[src/hdl/ucbt_pkg.sv]
// Package of register offsets, field positions and reset values for the serial port control block
package ucbt_pkg;
   // ==========================================================
   // Bus widths
   localparam int ADDR_W = 12;
   localparam int DATA_W = 8;

   // ==========================================================
   // Register offsets
   localparam logic [11:0] OFF_DATA_PORT0   = 12'hF40;
   localparam logic [11:0] OFF_DATA_PORT1   = 12'hF48;
   localparam logic [11:0] OFF_CTRL0        = 12'hF41;
   localparam logic [11:0] OFF_CTRL1        = 12'hF42;
   localparam logic [11:0] OFF_ADDR_CMP     = 12'hF43;
   localparam logic [11:0] OFF_BAUD_HI      = 12'hF44;
   localparam logic [11:0] OFF_BAUD_LO      = 12'hF45;
   localparam logic [11:0] OFF_IRQ_STATUS   = 12'hF46;
   localparam logic [11:0] OFF_IRQ_MASK     = 12'hF47;

   // ==========================================================
   // Control 0 fields
   localparam int C0_TX_ON      = 7;
   localparam int C0_RX_ON      = 6;
   localparam int C0_DRV_POL    = 5;
   localparam int C0_NINTH_EN   = 4;
   localparam int C0_NINTH_VAL  = 3;

   // ==========================================================
   // Control 1 fields
   localparam int C1_MP_SEL_LO  = 0;
   localparam int C1_BAUD_TMR   = 2;
   localparam int C1_RX_IRQ_MSK = 3;
   localparam int C1_IR_EN      = 4;

   // ==========================================================
   // Status bits
   localparam int ST_RX         = 0;
   localparam int ST_RX_ERR     = 1;
   localparam int ST_TIMER      = 2;
   localparam int ST_TX_DONE    = 3;

   // ==========================================================
   // Reset values
   localparam logic [7:0]  RST_CTRL0    = 8'h00;
   localparam logic [7:0]  RST_CTRL1    = 8'h00;
   localparam logic [7:0]  RST_ADDR_CMP = 8'h00;
   localparam logic [15:0] RST_BAUD     = 16'h0002;
   localparam logic [7:0]  RST_MASK     = 8'h00;

   // ==========================================================
   // Timing
   localparam int OVERSAMPLE = 16;
   localparam logic [3:0] OVS_LAST = 4'hF;
   localparam logic [3:0] OVS_MID  = 4'h7;
endpackage

[src/hdl/ucbt_top.sv]
// Serial port control, transmit path, multidrop receive filter and baud timer
// Operation
// [RQ1] Timer mode interrupts every clock period times the 16-bit divisor.
// [RQ2] Writes to the shared data offset transmit; reads return received data.
// [RQ3] Selection 01 interrupts only on received address bytes.
// [RQ4] Selection 10 interrupts on matching address and following data until mismatch.
// [RQ5] Selection 11 interrupts on data bytes after a matching address only.
// [RQ6] Ninth-bit framing only while ninth-bit mode enable is one.
// [RQ7] In ninth-bit mode the transmitter sends the ninth-bit value.
// [RQ8] Driver enable is active high at polarity zero, low at one.
// [RQ9] Receiver off, timer control one: interrupt at zero, reads show count.
// [RQ10] Timer control zero: baud reads return the reload value.
// [RQ11] Receiver on, timer control one: reads show count, no timer interrupt.
// [RQ12] Low byte read does not latch the high byte.
// [RQ13] Receive mask zero: data and errors interrupt; one: errors only.
// [RQ14] Infrared codec disabled passes ordinary serial frames.
// [RQ15] Bit rate is clock divided by sixteen times the divisor.
// [RQ16] Software disables transmitter and receiver before loading and starting the timer.
// [RQ17] Timer reloads from the divisor at zero and keeps counting.
//
// The implementer's own choice: the plain strobed port.
`timescale 1ns/10ps
module ucbt_top
   import ucbt_pkg::*;
(
   // Clock and reset
   input  wire logic                       clk,
   input  wire logic                       rst_n,
   // Register port
   input  wire logic [ucbt_pkg::ADDR_W-1:0] reg_addr,
   input  wire logic [ucbt_pkg::DATA_W-1:0] reg_wdata,
   input  wire logic                       reg_wr,
   input  wire logic                       reg_rd,
   output logic      [ucbt_pkg::DATA_W-1:0] reg_rdata,
   // Serial pins
   input  wire logic                       serial_in_pin,
   output logic                            serial_out_pin,
   output logic                            line_driver_on,
   // Interrupt
   output logic                            irq
);
   import ucbt_pkg::*;

   // ==========================================================
   // Registers
   logic [7:0]  ctrl0_reg, ctrl1_reg, addr_cmp_reg, status_reg, mask_reg;
   logic [15:0] baud_divisor_count_reg, baud_cnt_reg;
   logic [7:0]  rx_data_reg;
   logic [7:0]  transmit_holding_reg;
   logic        tx_pend_reg;

   wire transmitter_on        = ctrl0_reg[C0_TX_ON];
   wire receiver_on           = ctrl0_reg[C0_RX_ON];
   wire driver_enable_polarity = ctrl0_reg[C0_DRV_POL];
   wire ninth_bit_mode_enable = ctrl0_reg[C0_NINTH_EN];
   wire ninth_bit_value       = ctrl0_reg[C0_NINTH_VAL];
   wire [1:0] mp_sel          = ctrl1_reg[C1_MP_SEL_LO +: 2];
   wire baud_timer_control    = ctrl1_reg[C1_BAUD_TMR];
   wire receive_data_irq_mask = ctrl1_reg[C1_RX_IRQ_MSK];
   wire infrared_codec_enable = ctrl1_reg[C1_IR_EN];

   // ==========================================================
   // Decode
   wire sel_data  = (reg_addr == OFF_DATA_PORT0) || (reg_addr == OFF_DATA_PORT1);
   wire wr_data   = reg_wr && sel_data;
   wire wr_ctrl0  = reg_wr && (reg_addr == OFF_CTRL0);
   wire wr_ctrl1  = reg_wr && (reg_addr == OFF_CTRL1);
   wire wr_cmp    = reg_wr && (reg_addr == OFF_ADDR_CMP);
   wire wr_bhi    = reg_wr && (reg_addr == OFF_BAUD_HI);
   wire wr_blo    = reg_wr && (reg_addr == OFF_BAUD_LO);
   wire wr_stat   = reg_wr && (reg_addr == OFF_IRQ_STATUS);
   wire wr_mask   = reg_wr && (reg_addr == OFF_IRQ_MASK);

   // ==========================================================
   // Baud generator: one tick per divisor period, 16 ticks per bit
   wire        baud_zero  = (baud_cnt_reg <= 16'h0001);
   wire        baud_tick  = baud_zero;
   wire [15:0] div_next   = {wr_bhi ? reg_wdata : baud_divisor_count_reg[15:8],
                             wr_blo ? reg_wdata : baud_divisor_count_reg[7:0]};
   // Live count or reload for readback, sampled at each byte's own read
   wire [15:0] baud_view  = baud_timer_control ? baud_cnt_reg : baud_divisor_count_reg; // see [RQ10] see [RQ11]

   always_ff @(posedge clk or negedge rst_n) begin
      if (!rst_n) begin
         baud_cnt_reg <= RST_BAUD;
      end else if (wr_bhi || wr_blo || baud_zero) begin
         baud_cnt_reg <= div_next; // see [RQ17] see [RQ15]
      end else begin
         baud_cnt_reg <= baud_cnt_reg - 16'h0001;
      end
   end

   // Timer event only with receiver off
   wire timer_evt = baud_zero && baud_timer_control && !receiver_on; // see [RQ1] see [RQ9] see [RQ11]

   // ==========================================================
   // Transmitter
   typedef enum logic [1:0] {UCBT_TX_IDLE, UCBT_TX_START, UCBT_TX_BITS, UCBT_TX_STOP} ucbt_tx_t;
   ucbt_tx_t    tx_state_reg;
   logic [3:0]  tx_ovs_reg;
   logic [3:0]  tx_idx_reg;
   logic [8:0]  tx_shift_reg;
   logic        tx_done;
   wire  [3:0]  tx_nbits = ninth_bit_mode_enable ? 4'h9 : 4'h8; // see [RQ6]
   wire         tx_bit_end = baud_tick && (tx_ovs_reg == OVS_LAST);

   always_ff @(posedge clk or negedge rst_n) begin
      if (!rst_n) begin
         transmit_holding_reg <= 8'h00;
         tx_pend_reg          <= 1'b0;
      end else if (wr_data) begin
         transmit_holding_reg <= reg_wdata; // see [RQ2]
         tx_pend_reg          <= 1'b1;
      end else if (tx_state_reg == UCBT_TX_IDLE && transmitter_on && tx_pend_reg) begin
         tx_pend_reg          <= 1'b0;
      end
   end

   always_ff @(posedge clk or negedge rst_n) begin
      if (!rst_n) begin
         tx_state_reg <= UCBT_TX_IDLE;
         tx_ovs_reg   <= 4'h0;
         tx_idx_reg   <= 4'h0;
         tx_shift_reg <= 9'h1FF;
      end else begin
         if (baud_tick && tx_state_reg != UCBT_TX_IDLE) begin
            tx_ovs_reg <= tx_ovs_reg + 4'h1;
         end
         case (tx_state_reg)
            UCBT_TX_IDLE: begin
               tx_ovs_reg <= 4'h0;
               if (transmitter_on && tx_pend_reg && !wr_data) begin
                  // Ninth bit carries the value control; it is sent only in ninth-bit mode
                  tx_shift_reg <= {ninth_bit_value, transmit_holding_reg}; // see [RQ7]
                  tx_state_reg <= UCBT_TX_START;
               end
            end
            UCBT_TX_START: begin
               if (tx_bit_end) begin
                  tx_idx_reg   <= 4'h0;
                  tx_state_reg <= UCBT_TX_BITS;
               end
            end
            UCBT_TX_BITS: begin
               if (tx_bit_end) begin
                  tx_shift_reg <= {1'b1, tx_shift_reg[8:1]};
                  tx_idx_reg   <= tx_idx_reg + 4'h1;
                  if (tx_idx_reg == tx_nbits - 4'h1) begin
                     tx_state_reg <= UCBT_TX_STOP;
                  end
               end
            end
            UCBT_TX_STOP: begin
               if (tx_bit_end) begin
                  tx_state_reg <= UCBT_TX_IDLE;
               end
            end
            default: tx_state_reg <= UCBT_TX_IDLE;
         endcase
      end
   end

   assign tx_done = (tx_state_reg == UCBT_TX_STOP) && tx_bit_end;

   // Raw line before the optional infrared pulse shaping
   wire tx_line = (tx_state_reg == UCBT_TX_START) ? 1'b0 :
                  (tx_state_reg == UCBT_TX_BITS)  ? tx_shift_reg[0] : 1'b1;
   // Infrared: short high pulse for each zero bit, in the first quarter of the bit
   wire ir_tx   = !tx_line && (tx_ovs_reg < 4'h4);
   wire tx_pin  = infrared_codec_enable ? ir_tx : tx_line; // see [RQ14]
   wire drv_act = (tx_state_reg != UCBT_TX_IDLE);

   always_ff @(posedge clk or negedge rst_n) begin
      if (!rst_n) begin
         serial_out_pin <= 1'b1;
         line_driver_on <= 1'b0;
      end else begin
         serial_out_pin <= tx_pin;
         line_driver_on <= drv_act ^ driver_enable_polarity; // see [RQ8]
      end
   end

   // ==========================================================
   // Receiver
   logic rx_meta_reg, rx_sync_reg;
   always_ff @(posedge clk or negedge rst_n) begin
      if (!rst_n) begin
         rx_meta_reg <= 1'b1;
         rx_sync_reg <= 1'b1;
      end else begin
         rx_meta_reg <= serial_in_pin;
         rx_sync_reg <= rx_meta_reg;
      end
   end
   // Infrared decoder: the synchronised line is only inverted, so a high level at the mid-bit sample means a zero bit
   wire rx_line = infrared_codec_enable ? !rx_sync_reg : rx_sync_reg; // see [RQ14]

   typedef enum logic [1:0] {UCBT_RX_IDLE, UCBT_RX_START, UCBT_RX_BITS, UCBT_RX_STOP} ucbt_rx_t;
   ucbt_rx_t   rx_state_reg;
   logic [3:0] rx_ovs_reg, rx_idx_reg;
   logic [8:0] rx_shift_reg;
   logic       addr_hit_reg;
   logic       rx_evt, rx_err_evt;
   wire        rx_mid = baud_tick && (rx_ovs_reg == OVS_MID);
   wire        rx_is_addr = rx_shift_reg[8];
   wire        rx_match   = (rx_shift_reg[7:0] == addr_cmp_reg);
   wire        rx_frame_end = (rx_state_reg == UCBT_RX_STOP) && rx_mid;
   wire [3:0]  rx_nbits = ninth_bit_mode_enable ? 4'h9 : 4'h8; // see [RQ6]

   always_ff @(posedge clk or negedge rst_n) begin
      if (!rst_n) begin
         rx_state_reg <= UCBT_RX_IDLE;
         rx_ovs_reg   <= 4'h0;
         rx_idx_reg   <= 4'h0;
         rx_shift_reg <= 9'h000;
      end else begin
         if (baud_tick) begin
            rx_ovs_reg <= rx_ovs_reg + 4'h1;
         end
         case (rx_state_reg)
            UCBT_RX_IDLE: begin
               rx_ovs_reg <= 4'h0;
               if (receiver_on && !rx_line) begin
                  rx_state_reg <= UCBT_RX_START;
               end
            end
            UCBT_RX_START: begin
               if (rx_mid) begin
                  rx_idx_reg   <= 4'h0;
                  rx_state_reg <= rx_line ? UCBT_RX_IDLE : UCBT_RX_BITS;
               end
            end
            UCBT_RX_BITS: begin
               if (rx_mid) begin
                  // Eight-bit frames leave bit 8 clear
                  rx_shift_reg <= ninth_bit_mode_enable ? {rx_line, rx_shift_reg[8:1]}
                                                        : {1'b0, rx_line, rx_shift_reg[7:1]};
                  rx_idx_reg   <= rx_idx_reg + 4'h1;
                  if (rx_idx_reg == rx_nbits - 4'h1) begin
                     rx_state_reg <= UCBT_RX_STOP;
                  end
               end
            end
            UCBT_RX_STOP: begin
               if (rx_mid) begin
                  rx_state_reg <= UCBT_RX_IDLE;
               end
            end
            default: rx_state_reg <= UCBT_RX_IDLE;
         endcase
      end
   end

   // Multidrop filter
   logic rx_want;
   always_comb begin
      rx_want = 1'b1;
      if (ninth_bit_mode_enable) begin
         case (mp_sel)
            2'b01:   rx_want = rx_is_addr; // see [RQ3]
            2'b10:   rx_want = rx_is_addr ? rx_match : addr_hit_reg; // see [RQ4]
            2'b11:   rx_want = !rx_is_addr && addr_hit_reg; // see [RQ5]
            default: rx_want = 1'b1;
         endcase
      end
   end

   assign rx_err_evt = rx_frame_end && !rx_line;
   assign rx_evt     = rx_frame_end && rx_line && rx_want && !receive_data_irq_mask; // see [RQ13]

   always_ff @(posedge clk or negedge rst_n) begin
      if (!rst_n) begin
         addr_hit_reg <= 1'b0;
         rx_data_reg  <= 8'h00;
      end else if (rx_frame_end) begin
         rx_data_reg <= rx_shift_reg[7:0];
         if (rx_is_addr) begin
            addr_hit_reg <= rx_match;
         end
      end
   end

   // ==========================================================
   // Control registers and interrupt status
   wire [7:0] evt_vec = {4'h0, tx_done, timer_evt, rx_err_evt, rx_evt};
   always_ff @(posedge clk or negedge rst_n) begin
      if (!rst_n) begin
         ctrl0_reg              <= RST_CTRL0;
         ctrl1_reg              <= RST_CTRL1;
         addr_cmp_reg           <= RST_ADDR_CMP;
         baud_divisor_count_reg <= RST_BAUD;
         mask_reg               <= RST_MASK;
         status_reg             <= 8'h00;
      end else begin
         if (wr_ctrl0) ctrl0_reg <= reg_wdata;
         if (wr_ctrl1) ctrl1_reg <= reg_wdata;
         if (wr_cmp)   addr_cmp_reg <= reg_wdata;
         if (wr_bhi)   baud_divisor_count_reg[15:8] <= reg_wdata;
         if (wr_blo)   baud_divisor_count_reg[7:0]  <= reg_wdata;
         if (wr_mask)  mask_reg <= reg_wdata;
         // A new event wins over a same-cycle clear
         status_reg <= (status_reg & ~(wr_stat ? reg_wdata : 8'h00)) | evt_vec;
      end
   end

   // ==========================================================
   // Read data, one cycle after the strobe
   wire [7:0] rd_mux =
      sel_data                      ? rx_data_reg :
      (reg_addr == OFF_CTRL0)       ? ctrl0_reg :
      (reg_addr == OFF_CTRL1)       ? ctrl1_reg :
      (reg_addr == OFF_ADDR_CMP)    ? addr_cmp_reg :
      (reg_addr == OFF_BAUD_HI)     ? baud_view[15:8] : // see [RQ12]
      (reg_addr == OFF_BAUD_LO)     ? baud_view[7:0] :
      (reg_addr == OFF_IRQ_STATUS)  ? status_reg :
      (reg_addr == OFF_IRQ_MASK)    ? mask_reg : 8'h00;

   always_ff @(posedge clk or negedge rst_n) begin
      if (!rst_n) begin
         reg_rdata <= 8'h00;
         irq       <= 1'b0;
      end else begin
         reg_rdata <= reg_rd ? rd_mux : 8'h00;
         irq       <= |(status_reg & mask_reg);
      end
   end
endmodule

[config.mk]
export PLATFORM = sky130hd
export DESIGN_NAME = ucbt_top
export DESIGN_NICKNAME = d
export VERILOG_FILES = /design/src/hdl/ucbt_pkg.sv /design/src/hdl/ucbt_top.sv
export SDC_FILE = /design/constraint.sdc
export NUM_CORES = 1
export LEC_CHECK = 0
export BUFFER_PORTS_ARGS = -buffer_cell sky130_fd_sc_hd__buf_4
export CORE_MARGIN = 8
export CORE_UTILIZATION = 30
export CTS_CLUSTER_DIAMETER = 80
export DETAILED_ROUTE_END_ITERATION = 8
export GPL_TIMING_DRIVEN = 0
export SYNTH_ARGS = -nofsm -noshare
export SYNTH_HDL_FRONTEND = slang
export SYNTH_SLANG_ARGS = --single-unit
[constraint.sdc]
create_clock -name clk -period 3.5 [get_ports clk]
set_input_delay 0.35 -clock clk [delete_from_list [all_inputs] [get_ports clk]]
set_output_delay 0.35 -clock clk [all_outputs]
set_load 0.005 [all_outputs]
==> results of run 1 <==
==> placed cells by master (no fill, tap or decap), types with 14 or more instances in the layout <==
cell type  synthesis  layout
nand2_1           87      87
dfstp_2           14      14
nor3_1            16      16
o21ai_0           42      42
buf_4              1      33
nand4_1           14      14
clkbuf_16          0      17
nand3_1           24      24
nor2_1            25      25
clkbuf_1          25      25
inv_1             14      14
dfrtp_1          127     127
mux2i_1           32      32
mux2_2            77      77
xnor2_1           18      18
a21oi_1           21      21
==> through the flow <==
step	setup slack (ns)	total power (W)	instances
6_report	0.925	0.00466	1090
5_1_grt	0.770	0.00490	1090
4_1_cts	0.910	0.00471	1090
3_5_place_dp	0.838	0.00283	1057
3_3_place_gp	0.630	0.00281	1056
2_1_floorplan	1.27	0.00254	699
==> worst max-delay path by stage <==
stage / start / end / slack [ns] / cells after the start
2_1_floorplan: baud_cnt_reg[1] / baud_cnt_reg[1] / 1.27 / 8
3_3_place_gp: reg_addr[5] / status_reg[3] / 0.63 / 5
5_1_grt: baud_cnt_reg[13] / tx_state_reg[1] / 0.77 / 7
3_5_place_dp: reg_addr[0] / tx_shift_reg[8] / 0.84 / 7
6_report: baud_cnt_reg[6] / rx_shift_reg[2] / 0.93 / 6
4_1_cts: baud_cnt_reg[6] / rx_shift_reg[2] / 0.91 / 6
==> worst register-to-register path, cell delays in order (launching register included) <==
cell and delay [ns]:
dfrtp_1 0.43, or4_1 0.52, buf_2 0.19, nor2_2 0.39, nand3_1 0.21, nor2_4 0.34, mux2_2 0.39
==> layer usage <==
layer | global-route usage | wire length, um | vias up
li1 | - | - | 2651
met1 | 0.187 | 9470 | 2838
met2 | 0.218 | 9610 | 139
met3 | 0.0264 | 909 | 24
met4 | 0.0478 | 437 | 0
met5 | 0 | 0 | -
==> power by group through the flow <==
stage | Combinational, W | Sequential (W) | Clock [W]
after global routing | 0.000973 | 0.00196 | 0.00197
after global placement | 0.000850 | 0.00196 | 0
final | 0.000867 | 0.00194 | 0.00185
after CTS | 0.000871 | 0.00194 | 0.00190
after floorplan | 0.000616 | 0.00193 | 0
after detailed placement | 0.000868 | 0.00196 | 0
==> cells by family (layout without fill, tap and decap cells) <==
logic type / after synthesis / count (layout) / share of synthesized area
simple gates: 227 / 227 / 0.161
xor+xnor: 29 / 29 / 0.0344
flops: 141 / 141 / 0.481
buf+inv: 48 / 115 / 0.0256
mux: 109 / 109 / 0.161
compound gates: 135 / 135 / 0.120
fa+ha+maj: 10 / 10 / 0.0170
==> area by class of cell <==
type / instances / area, um2 / share of cell area
multi-input combinational: 510 / 3640 / 0.420
clock inverter: 15 / 176 / 0.0203
inverter: 14 / 52.6 / 0.00606
sequential: 141 / 3550 / 0.409
buffer: 34 / 136 / 0.0157
clock buffer: 17 / 425 / 0.0490
timing repair buffer: 35 / 289 / 0.0333
tap: 324 / 405 / 0.0467
==> flow_summary.json, run 1 <==
{
  "ys.flop_type": "dfrtp_1",
  "tns_ns": 0,
  "start_util": 0.304,
  "cp-end-kind": "flip-flop",
  "numCtsBuffers": 17,
  "antenna_found_initial": 0,
  "drt_first_pass_iters": 5,
  "post_dp_cell_area_mm2": 0.00806,
  "globalRouteTotalUtil": 0.138,
  "utilization": 0.358,
  "diodes": 0,
  "ant_nets": 0,
  "synth_top_area_frac": 0.431,
  "setup_viol": 0,
  "synth.most_common_cell": "dfrtp_1",
  "vias": 5652,
  "p_comb_frac": 0.186,
  "dp_hpwl_um": 14700,
  "drc": 0,
  "synthesis.area_mm2": 0.00737,
  "cp-start-kind": "flip-flop",
  "max_slew_margin": 0.408,
  "min-delay-start": "serial_in_pin",
  "synthTopCellsByCount": "dfrtp_1 (127), nand2_1 (87), mux2_2 (77), o21ai_0 (42), mux2i_1 (32)",
  "min_path_cells": 1,
  "io_pins": 36,
  "cts_tree": "done",
  "fill_cells": 2445,
  "period_minus_slack_ns": 2.57,
  "power.switching_w": 0.00142,
  "yosysWarnings": 0,
  "finalNetCount": 788,
  "synth_edf_count": 0,
  "dieWidth_um": 173,
  "crit_slowest_cell": "or4_1",
  "clkTransAtPathRegs_ns": 0.07,
  "root_buffer": "clkbuf_16",
  "ir_worst_vdd_mv": 0.342,
  "clock_latency_ns": 0.43,
  "cts.htree.levels": 4,
  "post-cts-setup-buffer-count": 0,
  "fin_hold_ws_ns": 0.0255,
  "avgRoutedWirePerCell_um": 18.7,
  "p_seq_frac": 0.417,
  "synth_cell_types": 66,
  "cts.sinks": 141,
  "worstMarginPinSlew_ns": 0.880,
  "power_density_mw_per_mm2": 537,
  "wirelength_um": 20400,
  "via_per_inst": 5.19,
  "min_period_over_period": 0.736,
  "worstPathRequired_ns": 3.81,
  "worstPathMaxFanout": 10,
  "core-area_mm2": 0.0242,
  "stdcell_area_mm2": 0.00868,
  "grt_pass1_vias": 5701,
  "post_cts_resized": 0,
  "syn_area_per_cell_um2": 10.5,
  "rows": 57,
  "synthTopCellsByArea": "dfrtp_1 (43%), mux2_2 (12%), dfstp_2 (5.0%)",
  "clkPwrFrac": 0.397,
  "syn-num-nets": 734,
  "grt_setup_unrepaired": "false",
  "grt_pass1_wl_um": 32700,
  "status": "finished, final reports clean",
  "swShare": 0.304,
  "cp_num_buf_inv": 1,
  "reg2reg_slack_ns": 0.93,
  "io_buffers": 33,
  "hold_viol": 0,
  "grt_max_degree": 91,
  "hold_class": "in2reg",
  "cts_hold_repair.buffers": 1,
  "drt_iter0_drc": 369,
  "syn_to_final_growth_pct": 17.7,
  "leakagePower_nw": 3.87,
  "yosysSeqAreaShare": 0.481,
  "path_class": "reg2reg",
  "max_stage_delay_ns": 0.52,
  "fp.dieH_um": 173,
  "synth_top_area_cell": "dfrtp_1",
  "async_reset_ff_frac": 1.00,
  "drive_gt1_frac": 0.234,
  "r2r.worst_path.cells": 6,
  "timing.rr.end": "rx_shift_reg[2]",
  "path_delay_family": "simple AND/OR/NAND/NOR gates",
  "dieArea_mm2": 0.0298,
  "drv_slew": 0,
  "cp.arrival_ns": 2.89,
  "gr-total-overflow": 0,
  "syn_inst": 699,
  "gp_congestion": 0.932,
  "cp_cell_sequence": "or4_1, buf_2, nor2_2, nand3_1, nor2_4, mux2_2",
  "max_freq_mhz": 388,
  "p_int_w": 0.00324,
  "skew_ns": 0.00951,
  "drv_cap": 0,
  "clk_path_buf_depth": 2,
  "ys_ff_latch": 141,
  "hold_path_end": "rx_meta_reg",
  "r2r_start": "baud_cnt_reg[6]"
}
(Power assumes the default switching activity.)
==> run 2, diff against run 1 <==
- clock period: 3.5 -> 2.6 ns (I/O delays scaled with it)
==> run 2 against run 1 <==
Effect of this change:
- fmax up 3.7%
- sequential share of layout area shrank 0.28 points
- final area rose by 0.69%
- clock skew barely moved
- global-route usage is the same
- total power is 35% higher
- clock power is 35% higher
- via count is 0.46% higher
- non-clock buffer count rose by 2
- critical path depth down 1
- first-iteration DRC count is 1.1% lower
- setup slack got worse by 0.81 ns
- largest power group unchanged
- highest routed layer unchanged
==> flow_summary.json, run 2 (synthesized netlist as in run 1, its figures left out) <==
{
  "drt_first_pass_iters": 5,
  "final_cell_mix": "dfrtp_1 (127), nand2_1 (87), mux2_2 (77)",
  "start_util": 0.304,
  "io_pins": 36,
  "globalRouteTotalUtil": 0.138,
  "setup_viol": 0,
  "reg2reg_slack_ns": 0.12,
  "numCtsBuffers": 17,
  "fp.dieH_um": 173,
  "placed_cells": 1057,
  "cp-end-kind": "flip-flop",
  "status": "finished, final reports clean",
  "root_buffer": "clkbuf_16",
  "syn_to_final_growth_pct": 18.5,
  "grt_pass1_vias": 5707,
  "power.switching_w": 0.00192,
  "max_slew_margin": 0.407,
  "min_period_over_period": 0.955,
  "drive_gt1_frac": 0.238,
  "hold_path_end": "reg_rdata[4]",
  "r2r.worst_path.cells": 5,
  "clock_latency_ns": 0.43,
  "path_delay_family": "simple AND/OR/NAND/NOR gates",
  "via_per_inst": 5.20,
  "ant_nets": 0,
  "layout_setup_ws_ns": 0.116,
  "grt_max_degree": 91,
  "dieWidth_um": 173,
  "dp_hpwl_um": 14700,
  "hold_viol": 0,
  "diodes": 0,
  "clkPwrFrac": 0.396,
  "antenna_found_initial": 0,
  "worstPathRequired_ns": 2.90,
  "ir_worst_vdd_mv": 0.459,
  "swShare": 0.305,
  "r2r_start": "baud_cnt_reg[6]",
  "gp_congestion": 0.932,
  "clkTransAtPathRegs_ns": 0.07,
  "skew_ns": 0.00924,
  "multi_input_area_mm2": 0.00367,
  "cp.arrival_ns": 2.79,
  "layout.cells.most_common": "dfrtp_1",
  "p_seq_frac": 0.416,
  "gr-total-overflow": 0,
  "p_comb_frac": 0.188,
  "worstMarginPinSlew_ns": 0.883,
  "min_path_cells": 3,
  "drt_iter0_drc": 365,
  "hold_class": "in2reg",
  "dieArea_mm2": 0.0298,
  "wirelength_um": 20500,
  "cts_tree": "done",
  "crit_slowest_cell": "nor4_2",
  "fin_cells": 1092,
  "io_buffers": 33,
  "cp_num_buf_inv": 0,
  "drv_slew": 0,
  "drc": 0,
  "clk_path_buf_depth": 2,
  "grt_setup_unrepaired": "false",
  "period_minus_slack_ns": 2.48,
  "fin_hold_ws_ns": 0.0911,
  "cts.sinks": 141,
  "cp-start-kind": "flip-flop",
  "drv_cap": 0,
  "cts.htree.levels": 4,
  "timing.rr.end": "tx_idx_reg[0]",
  "dp_slack_ns": 0.0193,
  "fill_cells": 2441,
  "power.total_w": 0.00630,
  "max_freq_mhz": 403,
  "vias": 5678,
  "min-delay-start": "reg_rd",
  "finalNetCount": 790,
  "grt_pass1_wl_um": 32700,
  "rows": 57,
  "avgRoutedWirePerCell_um": 18.7,
  "core-area_mm2": 0.0242,
  "p_int_w": 0.00438,
  "leakagePower_nw": 3.88,
  "power_density_mw_per_mm2": 721,
  "worstPathMaxFanout": 6,
  "cp_cell_sequence": "nor4_2, nand2b_1, nor3_1, o21ai_0, mux2_2",
  "register_area_mm2": 0.00355,
  "max_stage_delay_ns": 0.60,
  "path_class": "reg2reg"
}
run 2: worst max-delay path by stage:
stage                    start         endpoint  slack [ns]  cells after the start
6_report       baud_cnt_reg[6]    tx_idx_reg[0]        0.12                      5
5_1_grt        baud_cnt_reg[6]    tx_idx_reg[0]       0.008                      5
4_1_cts        baud_cnt_reg[6]  rx_shift_reg[2]        0.01                      6
3_5_place_dp   baud_cnt_reg[6]  rx_shift_reg[2]        0.02                      6
2_1_floorplan  baud_cnt_reg[1]  baud_cnt_reg[1]        0.37                      8
3_3_place_gp       reg_addr[5]    status_reg[3]       -0.18                      5
run 2: worst register-to-register path, delay by kind of cell (launching register included):
family	cells	cell delay [ns]
DFF	1	0.43
and+or+nand+nor	3	1.34
muxes	1	0.33
AOI/OAI and AO/OA	1	0.28
run 2: per-layer routing:
| layer | GRT usage | vias to the layer above | routed length (um) |
|---|---|---|---|
| met5 | 0 | - | 0 |
| met1 | 0.187 | 2830 | 9270 |
| li1 | - | 2655 | - |
| met2 | 0.218 | 168 | 9620 |
| met3 | 0.0264 | 25 | 1150 |
| met4 | 0.0478 | 0 | 413 |
run 2: layout make-up:
cell class | count | share of cell area
multi-input combinational | 510 | 0.420
sequential | 141 | 0.406
clock buffer | 17 | 0.0487
tap | 324 | 0.0464
timing repair buffer | 37 | 0.0365
clock inverter | 15 | 0.0202
buffer | 34 | 0.0159
inverter | 14 | 0.00602
run 2: per-stage QoR:
step                      TNS (ns)  area, um2  utilization
after floorplan                  0       7370            -
after global placement      -0.600       8030        0.331
after detailed placement         0       8060        0.333
after CTS                        0       8690        0.358
after global routing             0       8740        0.360
final                            0       8740        0.360
run 2: power by group through the flow:
stage / Sequential [W] / Combinational, W / Clock (W)
after floorplan: 0.00260 / 0.000829 / 0
after global placement: 0.00264 / 0.00114 / 0
after detailed placement: 0.00264 / 0.00117 / 0
after CTS: 0.00261 / 0.00117 / 0.00256
after global routing: 0.00265 / 0.00133 / 0.00265
final: 0.00262 / 0.00119 / 0.00249
run 2: what timing repair did:
item | 4_1_cts | 5_1_grt
setup buffers | 0 | 1
hold buffers | 2 | 0
resized for setup | 0 | 6
endpoints found under the setup margin | 0 | 26
endpoints found under the hold margin | 41 | 0
==> run 3, diff against run 2 <==
- ABC_AREA: unset -> 1
==> run 3 against run 2 <==
Effect of this change:
- clock-buffer cell count up 5
- non-clock buffer count decreased by 8
- final area down 2.4%
- first-iteration DRC count up 45%
- die area down 1.4%
- core utilization shrank 0.56 points
==> flow_summary.json, run 3 <==
{
  "synthTopCellsByCount": "nand2_1 (271), dfrtp_1 (127), o21ai_0 (92), inv_1 (91), nor2_1 (61)",
  "grt_pass1_wl_um": 31700,
  "p_comb_frac": 0.176,
  "max_stage_delay_ns": 0.53,
  "start_util": 0.302,
  "r2r_start": "baud_cnt_reg[1]",
  "clock_latency_ns": 0.42,
  "cp_cell_sequence": "inv_1, ha_1, nand2_1, a21oi_2, nand2_2, inv_2, nor3_2, buf_2, o21ai_0, o21ai_0",
  "syn_area_per_cell_um2": 7.96,
  "crit_top_cell": "o21ai_0",
  "period_minus_slack_ns": 2.35,
  "finalNetCount": 1004,
  "numCtsBuffers": 17,
  "yosysWarnings": 0,
  "synth_cell_types": 40,
  "cp_num_buf_inv": 3,
  "cts.htree.levels": 4,
  "yosysSeqAreaShare": 0.488,
  "p_seq_frac": 0.431,
  "gr-total-overflow": 0,
  "wirelength_um": 19400,
  "cts_tree": "done",
  "drc": 0,
  "synthTopCellsByArea": "dfrtp_1 (44%), nand2_1 (14%), o21ai_0 (6.3%)",
  "grt_max_degree": 97,
  "path_class": "reg2reg",
  "diodes": 0,
  "p_int_w": 0.00405,
  "drive_gt1_frac": 0.144,
  "final_cell_mix": "nand2_1 (271), dfrtp_1 (127), o21ai_0 (92)",
  "path_depth": 10,
  "synthesis.area_mm2": 0.00726,
  "setup_viol": 0,
  "async_reset_ff_frac": 1.00,
  "power.switching_w": 0.00176,
  "grt_setup_unrepaired": "false",
  "avgRoutedWirePerCell_um": 14.9,
  "ir_worst_vdd_mv": 0.449,
  "grt_pass1_vias": 6055,
  "clk_path_buf_depth": 2,
  "stdcell_area_mm2": 0.00852,
  "drt_first_pass_iters": 5,
  "crit_slowest_cell": "dfstp_2",
  "hold_viol": 0,
  "syn_to_final_growth_pct": 17.3,
  "drv_slew": 0,
  "leakagePower_nw": 4.05,
  "drv_cap": 0,
  "dieArea_mm2": 0.0294,
  "fp.dieH_um": 172,
  "clkTransAtPathRegs_ns": 0.06,
  "worstMarginPinSlew_ns": 0.641,
  "rows": 57,
  "globalRouteTotalUtil": 0.139,
  "ys_ff_latch": 141,
  "power_density_mw_per_mm2": 681,
  "ys.flop_type": "dfrtp_1",
  "layout.cells.most_common": "nand2_1",
  "worstPathRequired_ns": 2.93,
  "io_buffers": 34,
  "clkPwrFrac": 0.393,
  "syn-num-nets": 948,
  "critPathCapture": "baud_cnt_reg[13]",
  "skew_ns": 0.0101,
  "cp.arrival_ns": 2.68,
  "cp-start-kind": "flip-flop",
  "synth_top_area_frac": 0.438,
  "swShare": 0.303,
  "io_pins": 36,
  "dp_hpwl_um": 14200,
  "synth.most_common_cell": "nand2_1",
  "synth_edf_count": 0,
  "via_per_inst": 4.64,
  "post_dp_cell_area_mm2": 0.00796,
  "timing.rr.end": "baud_cnt_reg[13]",
  "path_delay_family": "simple AND/OR/NAND/NOR gates",
  "min_period_over_period": 0.903,
  "max_freq_mhz": 426,
  "reg2reg_slack_ns": 0.25,
  "synth_top_area_cell": "dfrtp_1",
  "dieWidth_um": 172,
  "max_slew_margin": 0.569,
  "r2r.worst_path.cells": 10,
  "hold_class": "in2reg",
  "vias": 6064,
  "cp-end-kind": "flip-flop",
  "cts.sinks": 141,
  "crit_start": "baud_cnt_reg[1]",
  "core-area_mm2": 0.0240,
  "status": "finished, final reports clean",
  "drt_iter0_drc": 529,
  "antenna_found_initial": 0,
  "root_buffer": "clkbuf_16",
  "gp_congestion": 0.849,
  "worstPathMaxFanout": 10,
  "syn_inst": 913,
  "ant_nets": 0,
  "tns_ns": 0
}
run 3: cell count changes after synthesis, moves of 11 or more:
cell      previous run  this run
nand2_1             87       271
inv_1               14        91
mux2_2              77         0
o21ai_0             42        92
nor2_1              25        61
mux2i_1             32         0
o21ai_1              1        33
a21oi_1             21        50
xnor2_1             18         5
clkbuf_1            25        13
and3_1              11         0
run 3: stage by stage:
stage               setup WS, ns   util  total power (W)  instances  hold WS (ns)
floorplan                  0.711      -          0.00322        913       -0.0356
global placement           0.317  0.330          0.00355       1271         0.345
detailed placement         0.245  0.331          0.00357       1272         0.227
CTS                        0.232  0.355          0.00588       1306         0.110
global route              0.0676  0.355          0.00613       1306         0.118
finish                     0.253  0.355          0.00581       1306         0.130
run 3: cell type report:
| cell class | count | area (um2) |
|---|---|---|
| fillers | 2528 | 15500 |
| flip-flops and latches | 141 | 3550 |
| inverters | 103 | 392 |
| clock inverters | 10 | 93.8 |
| clock buffers | 22 | 454 |
| plain buffers | 26 | 138 |
| multi-input cells | 643 | 3190 |
| well taps | 324 | 405 |
| repair buffers | 37 | 307 |
run 3: worst min path at each step:
stage	endpoint	startpoint	depth (start not counted)
floorplan	async pin	rst_n	0
global placement	rx_sync_reg	rx_meta_reg	0
detailed placement	rx_idx_reg[1]	rst_n	1
CTS	reg_rdata[0]	reg_rd	3
global route	reg_rdata[4]	reg_rd	3
finish	reg_rdata[0]	reg_rd	3
run 3: layer usage:
metal	up-vias	global-route usage	share of wire
li1	3059	-	-
met1	2846	0.181	0.47
met2	136	0.221	0.46
met3	23	0.0356	0.054
met4	0	0.0457	0.017
met5	-	0	0
run 3: timing repair:
| action | CTS | global route |
|---|---|---|
| setup buffers | 0 | 0 |
| hold endpoints to repair | 43 | 0 |
| hold buffers | 2 | 0 |
| resized for setup | 0 | 0 |
run 3: power groups by stage:
| stage | Combinational, W | Sequential (W) | Clock, W |
|---|---|---|---|
| 2_1_floorplan | 0.000711 | 0.00251 | 0 |
| 3_3_place_gp | 0.00101 | 0.00254 | 0 |
| 3_5_place_dp | 0.00103 | 0.00254 | 0 |
| 4_1_cts | 0.00104 | 0.00250 | 0.00234 |
| 5_1_grt | 0.00117 | 0.00253 | 0.00243 |
| 6_report | 0.00102 | 0.00250 | 0.00228 |
run 3: cell families after synthesis:
group,share of synthesized area
AOI/OAI and AO/OA,0.147
xor gates and xnor gates,0.0229
adders and majority gates,0.0172
buffers and inverters,0.0729
DFF,0.488
and+or+nand+nor,0.252
run 3: tightest hold or removal path, cell delays in order:
cell,delay [ns]
buf_4,0.13
o21ai_0,0.07
a21oi_1,0.04
